**src/rtl/wei_consts.vh**
```
// Constants for the wake event indicator block
`ifndef WEI_CONSTS_VH
`define WEI_CONSTS_VH

// Register word addresses on the plain register port
`define WEI_ADDR_W 8
`define WEI_ADDR_PWR_CTRL 8'h84
`define WEI_ADDR_IRQ_STAT 8'h90
`define WEI_ADDR_IRQ_EN 8'h94
`define WEI_ADDR_IRQ_CLR 8'h98

// Power control register field positions
`define WEI_BIT_READY 0
`define WEI_BIT_PIN_EN 1
`define WEI_BIT_POL 2
`define WEI_BIT_PULSE 3
`define WEI_BIT_CAUSE_LO 4
`define WEI_BIT_CAUSE_HI 5
`define WEI_BIT_DRIVE 6
`define WEI_BIT_ENERGY_EN 8
`define WEI_BIT_MAGIC_EN 9
`define WEI_BIT_PSTATE_LO 12
`define WEI_BIT_PSTATE_HI 13

// Wake cause codes
`define WEI_CAUSE_NONE 2'h0
`define WEI_CAUSE_ENERGY 2'h1
`define WEI_CAUSE_FRAME 2'h2
`define WEI_CAUSE_MULTI 2'h3

// Full-power state code of the power state field
`define WEI_PSTATE_FULL 2'h0

// Interrupt status bit positions
`define WEI_IRQ_ENERGY 0
`define WEI_IRQ_FRAME 1
`define WEI_IRQ_READY 2
`define WEI_IRQ_W 3

// Pulse length: 50 ms at 4 ns per cycle
`define WEI_PULSE_MS 50
`define WEI_CLK_PERIOD_NS 4
// Sized to the counter width: 50 ms / 4 ns = 12500000 cycles
`define WEI_PULSE_CYCLES 24'hBEBC20
`define WEI_PULSE_CNT_W 24

`endif

```
**src/rtl/wei_wake_event_indicator.v**
```verilog
// Wake cause recording, power event pin and readiness report
`timescale 1ns/1ps
`default_nettype none
`include "wei_consts.vh"

module wei_wake_event_indicator #(
    parameter [`WEI_PULSE_CNT_W-1:0] PULSE_CYCLES = `WEI_PULSE_CYCLES
) (
    input wire clk,
    input wire rst_b,
    input wire [`WEI_ADDR_W-1:0] reg_addr,
    input wire [31:0] reg_wdata,
    input wire reg_wr,
    input wire reg_rd,
    output reg [31:0] reg_rdata,
    input wire energy_event,
    input wire frame_event,
    input wire energy_src_pending,
    input wire frame_src_pending,
    input wire [1:0] power_state,
    input wire device_stable,
    output wire power_event_pin_o,
    output wire power_event_pin_oe,
    output wire power_event_irq,
    output wire irq
);

    // Control fields written by software, then cause, ready, status and pin state
    reg pin_en_q;
    reg pol_q;
    reg pulse_sel_q;
    reg drive_q;
    reg energy_en_q;
    reg magic_en_q;
    reg [1:0] cause_q;
    reg [1:0] cause_d;
    reg ready_q;
    reg [`WEI_IRQ_W-1:0] irq_stat_q;
    reg [`WEI_IRQ_W-1:0] irq_en_q;
    reg [`WEI_PULSE_CNT_W-1:0] pulse_cnt_q;
    reg pulse_q;
    reg pin_act_q;

    // Pin state machine, one-hot
    localparam [2:0] ST_IDLE = 3'h1;
    localparam [2:0] ST_PULSE = 3'h2;
    localparam [2:0] ST_DONE = 3'h4;
    reg [2:0] state_q;

    wire wr_ctrl = reg_wr && (reg_addr == `WEI_ADDR_PWR_CTRL);
    wire energy_hit = energy_event && energy_en_q;
    wire frame_hit = frame_event && magic_en_q;
    wire any_hit = energy_hit || frame_hit;
    wire clear_ok = ready_q && (power_state == `WEI_PSTATE_FULL);
    // A cause bit clears only when neither source is pending; code 11 needs both
    wire [1:0] src_busy = {frame_src_pending, energy_src_pending};
    wire [1:0] clr_req = wr_ctrl && clear_ok ?
        reg_wdata[`WEI_BIT_CAUSE_HI:`WEI_BIT_CAUSE_LO] : 2'h0;

    // Merge a new cause with the recorded one
    function [1:0] wei_merge;
        input [1:0] old_c;
        input [1:0] new_c;
        begin
            if (new_c == `WEI_CAUSE_NONE) begin
                wei_merge = old_c;
            end else if (old_c == `WEI_CAUSE_NONE || old_c == new_c) begin
                wei_merge = new_c;
            end else begin
                wei_merge = `WEI_CAUSE_MULTI;
            end
        end
    endfunction

    // Cause next value; a new event wins over a clear in the same cycle
    always @* begin
        cause_d = cause_q;
        if (clr_req[0] && !(|src_busy)) begin
            cause_d[0] = 1'b0;
        end
        if (clr_req[1] && !(|src_busy)) begin
            cause_d[1] = 1'b0;
        end
        if (energy_hit && frame_hit) begin
            cause_d = `WEI_CAUSE_MULTI;
        end else if (energy_hit) begin
            cause_d = wei_merge(cause_d, `WEI_CAUSE_ENERGY);
        end else if (frame_hit) begin
            cause_d = wei_merge(cause_d, `WEI_CAUSE_FRAME);
        end
    end

    // Control register and cause field
    always @(posedge clk) begin
        if (!rst_b) begin
            pin_en_q <= 1'b0;
            pol_q <= 1'b0;
            pulse_sel_q <= 1'b0;
            drive_q <= 1'b0;
            energy_en_q <= 1'b0;
            magic_en_q <= 1'b0;
            cause_q <= `WEI_CAUSE_NONE;
        end else begin
            cause_q <= cause_d;
            if (wr_ctrl) begin
                pin_en_q <= reg_wdata[`WEI_BIT_PIN_EN];
                pol_q <= reg_wdata[`WEI_BIT_POL];
                pulse_sel_q <= reg_wdata[`WEI_BIT_PULSE];
                drive_q <= reg_wdata[`WEI_BIT_DRIVE];
                energy_en_q <= reg_wdata[`WEI_BIT_ENERGY_EN];
                magic_en_q <= reg_wdata[`WEI_BIT_MAGIC_EN];
            end
        end
    end

    // Ready follows the stabilised indication from the power logic
    always @(posedge clk) begin
        if (!rst_b) begin
            ready_q <= 1'b0;
        end else begin
            ready_q <= device_stable;
        end
    end

    // Pin activity: pulse for a fixed time or hold until released
    always @(posedge clk) begin
        if (!rst_b) begin
            state_q <= ST_IDLE;
            pulse_cnt_q <= {`WEI_PULSE_CNT_W{1'b0}};
            pin_act_q <= 1'b0;
        end else begin
            case (state_q)
                ST_IDLE: begin
                    if (any_hit) begin
                        state_q <= ST_PULSE;
                        pin_act_q <= 1'b1;
                        pulse_cnt_q <= PULSE_CYCLES - 1'b1;
                    end
                end
                ST_PULSE: begin
                    // Release when cause or enables are cleared
                    if (cause_d == `WEI_CAUSE_NONE || !(energy_en_q || magic_en_q)) begin
                        state_q <= ST_IDLE;
                        pin_act_q <= 1'b0;
                    end else if (pulse_sel_q && pulse_cnt_q == 0) begin
                        state_q <= ST_DONE;
                        pin_act_q <= 1'b0;
                    end else if (pulse_sel_q) begin
                        pulse_cnt_q <= pulse_cnt_q - 1'b1;
                    end
                    // With pulse select clear the pin simply stays active
                end
                ST_DONE: begin
                    // One pulse per recorded cause; rearm once the cause is cleared
                    if (cause_d == `WEI_CAUSE_NONE) begin
                        state_q <= ST_IDLE;
                    end
                end
                default: begin
                    state_q <= ST_IDLE;
                    pin_act_q <= 1'b0;
                end
            endcase
        end
    end

    // Pin drive; open-drain pulls low only, so it is always active low
    wire pin_on = pin_act_q && pin_en_q;
    assign power_event_pin_o = drive_q ? (pol_q ? pin_on : !pin_on) : 1'b0;
    assign power_event_pin_oe = drive_q ? 1'b1 : pin_on;
    // Interrupt independent of pin enable
    assign power_event_irq = pin_act_q;

    // Sticky status; set wins over a same-cycle clear
    wire [`WEI_IRQ_W-1:0] irq_set = {device_stable && !ready_q, frame_hit, energy_hit};
    wire wr_clr = reg_wr && (reg_addr == `WEI_ADDR_IRQ_CLR);
    always @(posedge clk) begin
        if (!rst_b) begin
            irq_stat_q <= {`WEI_IRQ_W{1'b0}};
            irq_en_q <= {`WEI_IRQ_W{1'b0}};
        end else begin
            irq_stat_q <= (irq_stat_q & ~(wr_clr ? reg_wdata[`WEI_IRQ_W-1:0] : 3'h0)) | irq_set;
            if (reg_wr && reg_addr == `WEI_ADDR_IRQ_EN) begin
                irq_en_q <= reg_wdata[`WEI_IRQ_W-1:0];
            end
        end
    end
    assign irq = |(irq_stat_q & irq_en_q);

    // Read data one cycle after the strobe, zero otherwise
    always @(posedge clk) begin
        if (!rst_b) begin
            reg_rdata <= 32'h0;
        end else if (reg_rd) begin
            case (reg_addr)
                `WEI_ADDR_PWR_CTRL: begin
                    reg_rdata <= {18'h0, power_state, 2'h0, magic_en_q, energy_en_q, 1'b0,
                        drive_q, cause_q, pulse_sel_q, pol_q, pin_en_q, ready_q};
                end
                `WEI_ADDR_IRQ_STAT: begin
                    reg_rdata <= {29'h0, irq_stat_q};
                end
                `WEI_ADDR_IRQ_EN: begin
                    reg_rdata <= {29'h0, irq_en_q};
                end
                default: begin
                    reg_rdata <= 32'h0;
                end
            endcase
        end else begin
            reg_rdata <= 32'h0;
        end
    end

endmodule
`default_nettype wire

```
**config.mk**
```make
export PLATFORM = sky130hd
export DESIGN_NAME = wei_wake_event_indicator
export DESIGN_NICKNAME = d
export VERILOG_FILES = /design/src/rtl/wei_wake_event_indicator.v
export VERILOG_INCLUDE_DIRS = /design/src /design/src/rtl
export SDC_FILE = /design/constraint.sdc
export NUM_CORES = 1
export LEC_CHECK = 0
export BUFFER_PORTS_ARGS = -buffer_cell sky130_fd_sc_hd__buf_2
export CORE_MARGIN = 2
export CORE_UTILIZATION = 55
export DETAILED_ROUTE_END_ITERATION = 12
export PLACE_DENSITY_LB_ADDON = 0.12
export SYNTH_ARGS = -nofsm -noshare
export SYNTH_HDL_FRONTEND = slang
export SYNTH_SLANG_ARGS = --single-unit
```
**constraint.sdc**
```tcl
create_clock -name clk -period 7.8 [get_ports clk]
set_input_delay 0 -clock clk [delete_from_list [all_inputs] [get_ports clk]]
set_output_delay 0 -clock clk [all_outputs]
set_load 0.1 [all_outputs]
```
# ---- Word-level counts from Yosys, hierarchy flattened
# Index checks and enable logic that the tools add are counted.
# Widths: inputs -> output; s select.
dict set report classes {
  n_mux 27
  addsub 1
  n_bitwise 5
  n_reduce_logical 33
  eq_ne 15
}
# op n
set op_table {}
lappend op_table {{$mux 24} 4}
lappend op_table {{$pmux 24 s2} 1}
lappend op_table {{$pmux 14 s3} 1}
lappend op_table {{$eq 8x8->1 const B} 4}
lappend op_table {{$logic_not 24->1} 1}
lappend op_table {{$sub 24x1->24 const B} 1}
lappend op_table {{$mux 3} 5}
lappend op_table {{$logic_and 1x1->1} 13}
lappend op_table {{$mux 2} 5}
lappend op_table {{$ne 2x2->1 const B} 5}
lappend op_table {{$mux 1} 9}
lappend op_table {{$pmux 3 s3} 1}
lappend op_table {{$and 3x3->3} 2}
lappend op_table {{$logic_not 2->1} 3}
lappend op_table {{$reduce_and 3->1} 2}
lappend op_table {{$logic_or 1x1->1} 5}
lappend op_table {{$reduce_and 5->1} 1}
lappend op_table {{$logic_not 1->1} 4}
lappend op_table {{$eq 3x1->1 const B} 1}
lappend op_table {{$eq 3x2->1 const B} 1}
lappend op_table {{$eq 3x3->1 const B} 1}
lappend op_table {{$ne 3x3->1 const B} 1}
lappend op_table {{$not 3->3} 1}
lappend op_table {{$or 3x3->3} 1}
lappend op_table {{8 further kinds} 8}
dict set report word_totals {
  elab_cells 95
  input_bits 51
  ff_bits 75
}

# ---- Logic depth before layout (Yosys ltp)
# Gate-level depths: netlist (run 1).
dict set report logic_depth {
  ltp_word 16
  mapped_depth 10
  mapped_depth_nobuf 8
}

# ---- Worst setup path after synthesis (run 1)
# Ideal clock, no wire load.
dict set report synth_timing {
  path_type {register -> register}
  from {register pulse_cnt_q[0]}
  to {register pulse_cnt_q[17]}
  path_buffers 2
  setup_ns 0.124
  period_less_slack_ns 2.695
  arrival_ns 2.571
  required_time_ns 7.676
  stages_incl_launch_ff 11
  path_slack_ns 5.105
  cell_sequence {dfxtp_1 -> inv_1 -> ha_1 -> or4b_1 -> or4_4 -> buf_6 -> o311ai_2 -> buf_4 -> nand2_2 -> a311oi_1 -> nor3_1}
}
dict set report synth_between {
  elab_chain_len 5
}
# item line
set synth_lines {}
lappend synth_lines {{from (decl)} wei_wake_event_indicator.v:40} ;# reg [`WEI_PULSE_CNT_W-1:0] pulse_cnt_q;
lappend synth_lines {{from (signal assigned)} wei_wake_event_indicator.v:129} ;# pulse_cnt_q <= {`WEI_PULSE_CNT_W{1'b0}};
lappend synth_lines {{from (signal assigned)} wei_wake_event_indicator.v:137} ;# pulse_cnt_q <= PULSE_CYCLES - 1'b1;
lappend synth_lines {{from (signal assigned)} wei_wake_event_indicator.v:149} ;# pulse_cnt_q <= pulse_cnt_q - 1'b1;
lappend synth_lines {{$sub 24x1->24} wei_wake_event_indicator.v:149}
lappend synth_lines {{$mux 24} wei_wake_event_indicator.v:148} ;# end else if (pulse_sel_q) begin
lappend synth_lines {{$mux 24} wei_wake_event_indicator.v:145} ;# end else if (pulse_sel_q && pulse_cnt_q == 0) begin
lappend synth_lines {{$mux 24} wei_wake_event_indicator.v:142} ;# if (cause_d == `WEI_CAUSE_NONE || !(energy_en_q || magic_en_q)) begin
lappend synth_lines {{$pmux 24 s2} wei_wake_event_indicator.v:132} ;# case (state_q)
# Several ways; a longest one is shown, not always the timed one. The select of a mux whose other input is x is not followed.
# A chain may end at the register's enable or synchronous reset.

# ---- Final worst setup path (run 1)
dict set report layout_timing {
  from {register pulse_cnt_q[0]}
  to {register pulse_cnt_q[23]}
}
# The elaborated chain is that of the path after synthesis.

==> results of run 1 <==
[logic make-up (layout without fill, tap and decap cells)]
family,after synthesis,count (layout),synth area share (%)
buf+inv,49,76,10.5
other cells,1,21,0.131
fa+ha+maj,1,1,0.437
flops,54,54,37.7
compound gates,76,76,19.4
simple gates,143,143,30.5
xor+xnor,2,2,0.612
mux,2,2,0.743
[power by group]
group	leakage (nW)	total, mW	internal [mW]	switching (mW)
clock	0.0514	0.188	0.0959	0.0918
combinational	0.796	0.0692	0.0124	0.0568
sequential	0.435	0.277	0.276	0.000925
total	1.28	0.534	0.385	0.149
[final cells by class]
class	instances	area share, %
multi-input cells	245	48.3
well taps	70	2.72
inverters	13	1.52
flip-flops and latches	54	33.6
repair buffers	55	10.4
clock buffers	6	2.25
clock inverters	2	1.17
[what timing repair did]
item / CTS / global route
setup endpoints to repair: 0 / 0
hold endpoints to repair: 14 / 0
hold buffers: 11 / 0
[final timing paths]
check | cells past startpoint | slack, ps | start | end
hold reg to reg | 1 | 460 | cause_q[1] | reg_rdata[5]
setup / recovery | 8 | 4460 | pulse_cnt_q[0] | pulse_cnt_q[23]
hold / removal | 3 | 20 | energy_event | cause_q[0]
setup reg to reg | 8 | 4460 | pulse_cnt_q[0] | pulse_cnt_q[23]
[sequential cells by signal, indices dropped and copies added (netlist names)]
register and count:
pulse_sel_q 1, ready_q 1, state_q 3, energy_en_q 1
pin_en_q 1, power_event_irq 1, cause_q 2, magic_en_q 1
reg_rdata 11, drive_q 1, irq_stat_q 3, pol_q 1
irq_en_q 3, pulse_cnt_q 24
[placed cells by master (no fill, tap or decap), drive strengths merged, types with 2 or more instances in the layout]
cell / Yosys / layout
nand2: 22 / 22
o311ai: 4 / 4
or3: 7 / 7
nor4b: 3 / 3
dfxtp: 54 / 54
or4: 13 / 13
inv: 12 / 12
o21a: 2 / 2
nand4: 6 / 6
a311oi: 4 / 4
a222oi: 4 / 4
dlygate4sd3: 0 / 11
clkbuf: 11 / 6
nor3: 15 / 15
a21oi: 24 / 24
nand4bb: 2 / 2
nor4: 10 / 10
or4bb: 2 / 2
nand3: 14 / 14
buf: 25 / 44
o31ai: 10 / 10
nor2: 17 / 17
or4b: 4 / 4
a211oi: 6 / 6
a31oi: 8 / 8
o21ai: 3 / 3
and2: 12 / 12
nand2b: 4 / 4
a211o: 2 / 2
conb: 1 / 21
a31o: 3 / 3
and3: 4 / 4
or2: 2 / 2
[per-stage QoR]
stage	util [%]	hold WS [ps]	area, um^2
after floorplan	-	122	2940
after CTS	63.4	26.7	3220
after detailed placement	59.1	222	3000
after global placement	59.1	215	3000
after global routing	63.4	32.9	3220
final	63.4	23.2	3220
[worst max-delay path, delay by kind of cell (launching register included)]
family / cells / cell delay (ps)
fa+ha+maj: 1 / 230
compound gates: 3 / 1370
flops: 1 / 350
buf+inv: 1 / 60
simple gates: 3 / 1230
[metal layers]
| layer | routed length (um) | GRT usage, % | vias to the layer above |
|---|---|---|---|
| met4 | 61 | 5.64 | 0 |
| met5 | 0 | 0 | - |
| met3 | 306 | 3.44 | 8 |
| met2 | 2950 | 37.9 | 61 |
| li1 | - | - | 1295 |
| met1 | 2850 | 27.5 | 1204 |
==> impl_metrics.tcl, run 1 <==
set metrics [dict create \
    synthDistinctLibCells 63 \
    critPathLaunchType "flip-flop" \
    multiInputGateArea_um2 1560 \
    synth_common_cells "54 x dfxtp_1, 24 x a21oi_1, 22 x buf_4" \
    peakVddDrop_uv 95.2 \
    hold_viol 0 \
    grt_pass1_vias 2300 \
    synth_top_area_cell "dfxtp_1" \
    ys_seq_elements 54 \
    drt-initial-drc-count 117 \
    clk_pin_slew_ps 100 \
    cts_setup_buffers 0 \
    num_io_pins 87 \
    vias 2568 \
    worstHoldPathType "in -> reg" \
    fin_ws_ps 4460 \
    die_y_um 76.2 \
    grt.overflow.total 0 \
    rows 26 \
    clock_path_buffers 2 \
    cts_tree "done" \
    dpl.cell_count 426 \
    crit_path_end_kind "flip-flop" \
    critPathArrivalTime_ps 3550 \
    wl_um 6170 \
    async_flop_share_pct 0 \
    tightest_slew_ps 1030 \
    ys_top_cells_by_area "dfxtp_1 38%, buf_4 5.8%, a21oi_1 4.2%, nand2_1 2.8%, and2_1 2.6%" \
    hpwl_um 4270 \
    yosys_warnings 0 \
    track_usage_pct 21.5 \
    synth_edf_count 0 \
    rsz0062_at_grt "false" \
    ys.flop_type "dfxtp_1" \
    finalCritPeriodShare_pct 42.9 \
    synth_top_area_share_pct 37.7 \
    start_util_pct 56.4 \
    layout_min_cycle_time_ps 3340 \
    fmax_mhz 299 \
    syn_area_per_cell_um2 8.73 \
    cts_inserted_buffers 5 \
    cp_max_fo 13 \
    drtAntennaViolNets 0 \
    report.final.slew_viol_count 0 \
    root_buffer "clkbuf_8" \
    drive_gt1_share_pct 18.9 \
    fin_tns_setup_ps 0 \
    htree_levels 2 \
    status "finished clean" \
    final_nets 426 \
    post-place-ws_ps 4500 \
    wl_per_cell_um 13.9 \
    power.density_nw_per_um2 166 \
    die_x_um 76.2 \
    core-area_um2 5070 \
    globalplace.congestion 0.820 \
    slowest_delay_ps 840 \
    register_area_um2 1080 \
    port-buffer-count 42 \
    fill_cells 446 \
    synth_seq_area_share_pct 37.7 \
    clock_latency_ps 300 \
    setup_violations 0 \
    antenna_found_initial 0 \
    die-area_um2 5800 \
    cts_resized 0 \
    syn_inst 328 \
    syn_to_final_growth_pct 12.4 \
    grt_max_degree 29 \
    crit_path_top_delay_cell "o311ai_2" \
    fin_skew_ps 5.26 \
    vias_per_cell 5.77 \
    grt_first_pass_wirelength_um 10500 \
    cap_violations 0 \
    cp_cell_sequence "inv_1, ha_1, or4b_1, or4_4, o311ai_2, a211oi_1, a211o_1, and3_1" \
    slew_headroom_pct 31.1 \
    p_leak_nw 1.28 \
    power_mw 0.534 \
    yosysMostFrequentCell "dfxtp_1" \
    antenna_cells 0 \
    crit_required_ps 8010 \
    worstSetupPathType "reg -> reg" \
    final_cell_count_no_fill 445 \
    syn_area_um2 2860 \
    cts.sinks 54 \
    drc 0 \
    drt_first_pass_iters 4 \
]
(Power assumes the default switching activity.)
==> run 2, diff against run 1 <==
CORE_UTILIZATION = 46   (was 55)
clock period = 3 ns   (was 7.8 ns; I/O delays follow)
==> run 2 against run 1 <==
Largest cell class unchanged; flip-flop and latch count is the same; utilization shrank 8.1 points; register-to-register slack lost 4300 ps; clock power rose by 110%; clock skew shrank 1.4 ps; sequential share of layout area down 0.77 points; highest routed layer unchanged; global-route usage shrank 1.9 points; critical path type unchanged; routed wire length is 9.4% higher; maximum frequency is 19% higher.
==> impl_metrics.tcl, run 2 (synthesis gave the netlist of run 1 again) <==
set metrics [dict create \
    cts_inserted_buffers 5 \
    cts_tree "done" \
    dpl.cell_count 440 \
    fill_cells 555 \
    finalCritPeriodShare_pct 93.5 \
    fin_skew_ps 3.90 \
    power.density_nw_per_um2 392 \
    final_cell_mix "54 x dfxtp_1, 42 x buf_2, 24 x a21oi_1" \
    clk_pin_slew_ps 90 \
    die-area_um2 6870 \
    vias 2639 \
    cts_setup_buffers 0 \
    grt_pass1_vias 2417 \
    final_cell_count_no_fill 459 \
    tightest_slew_ps 646 \
    num_io_pins 87 \
    fmax_mhz 357 \
    hold_viol 0 \
    p_leak_nw 1.33 \
    clock_path_buffers 2 \
    power_mw 1.29 \
    grt_max_degree 18 \
    worstHoldPathType "in -> reg" \
    wl_per_cell_um 14.7 \
    utilization_pct 55.3 \
    wl_um 6750 \
    hpwl_um 4810 \
    die_x_um 82.9 \
    layout_min_cycle_time_ps 2800 \
    critPathLaunchType "flip-flop" \
    core-area_um2 5960 \
    cts.sinks 54 \
    largest-register "pulse_cnt_q" \
    hold-worst-slack_ps 72.0 \
    final_nets 436 \
    antenna_found_initial 0 \
    track_usage_pct 19.6 \
    peakVddDrop_uv 239 \
    die_y_um 82.9 \
    cap_violations 0 \
    rows 28 \
    crit_path_end_kind "flip-flop" \
    syn_to_final_growth_pct 15.0 \
    slew_headroom_pct 56.4 \
    cp_max_fo 14 \
    fin_ws_ps 195 \
    start_util_pct 48.1 \
    globalplace.congestion 0.812 \
    drive_gt1_share_pct 20.8 \
    crit_required_ps 3200 \
    critPathArrivalTime_ps 3000 \
    drt-initial-drc-count 131 \
    worstSetupPathType "reg -> reg" \
    drtAntennaViolNets 0 \
    grt_first_pass_wirelength_um 11400 \
    htree_levels 2 \
    clock_latency_ps 300 \
    place_area_um2 3090 \
    drc 0 \
    postLayoutCellArea_um2 3290 \
    drt_first_pass_iters 4 \
    vias_per_cell 5.75 \
    root_buffer "clkbuf_8" \
    fin_tns_setup_ps 0 \
    post-place-ws_ps 213 \
    rsz0062_at_grt "false" \
    final_common_cell "dfxtp_1" \
    top_regs "pulse_cnt_q x24, reg_rdata x11" \
    port-buffer-count 42 \
    largest_reg_flops 24 \
    grt.overflow.total 0 \
    status "finished clean" \
    report.final.slew_viol_count 0 \
    setup_violations 0 \
    antenna_cells 0 \
]
==> run 2: changes by cell type in the layout (fill, tap and decap cells not counted) <==
cell           before  now
o311ai_2            1    0
clkbuf_1            1    0
buf_12              0    1
bufinv_16           1    0
buf_4               2   10
o311ai_4            0    1
clkinvlp_4          1    0
dlygate4sd3_1      11   12
clkinv_2            0    2
==> run 2: path summary, 6_finish.rpt <==
kind	startpoint	end	slack, ps	cells past startpoint
worst max-delay path	pulse_cnt_q[0]	pulse_cnt_q[6]	200	8
worst min-delay path	reg_rd	reg_rdata[2]	70	3
worst max register to register	pulse_cnt_q[0]	pulse_cnt_q[6]	200	8
worst min register to register	cause_q[1]	reg_rdata[5]	460	1
==> run 2: cell type report <==
| cell class | count | area (um^2) | area share (%) |
|---|---|---|---|
| inverter | 13 | 48.8 | 1.48 |
| sequential | 54 | 1080 | 32.8 |
| clock buffer | 5 | 68.8 | 2.09 |
| multi-input combinational | 245 | 1570 | 47.6 |
| timing repair buffer | 65 | 425 | 12.9 |
| tap | 75 | 93.8 | 2.85 |
| clock inverter | 2 | 10.0 | 0.304 |
==> run 2: repair_timing <==
action / in CTS / in global routing
resized for setup: 0 / 1
endpoints found under the setup margin: 0 / 1
endpoints found under the hold margin: 16 / 0
hold buffers: 12 / 0
==> run 2: layer usage <==
layer	up-vias	share of wire (%)	track usage [%]
met5	-	0	0
met3	5	5.7	4.27
met1	1239	47	25.7
met4	0	0.77	4.92
li1	1317	-	-
met2	78	46	32.9
==> run 2: power breakdown <==
part	switching, mW	internal, mW
Sequential	0.00243	0.719
Combinational	0.149	0.0341
Clock	0.230	0.157
==> run 2: critical path, cell delays in order (launching register included) <==
cell and delay [ps]:
dfxtp_1 350, inv_1 60, ha_1 210, or4b_1 500, or4_4 520, o311a_4 450, nor2_8 220, nor4_1 80
mux2_1 310
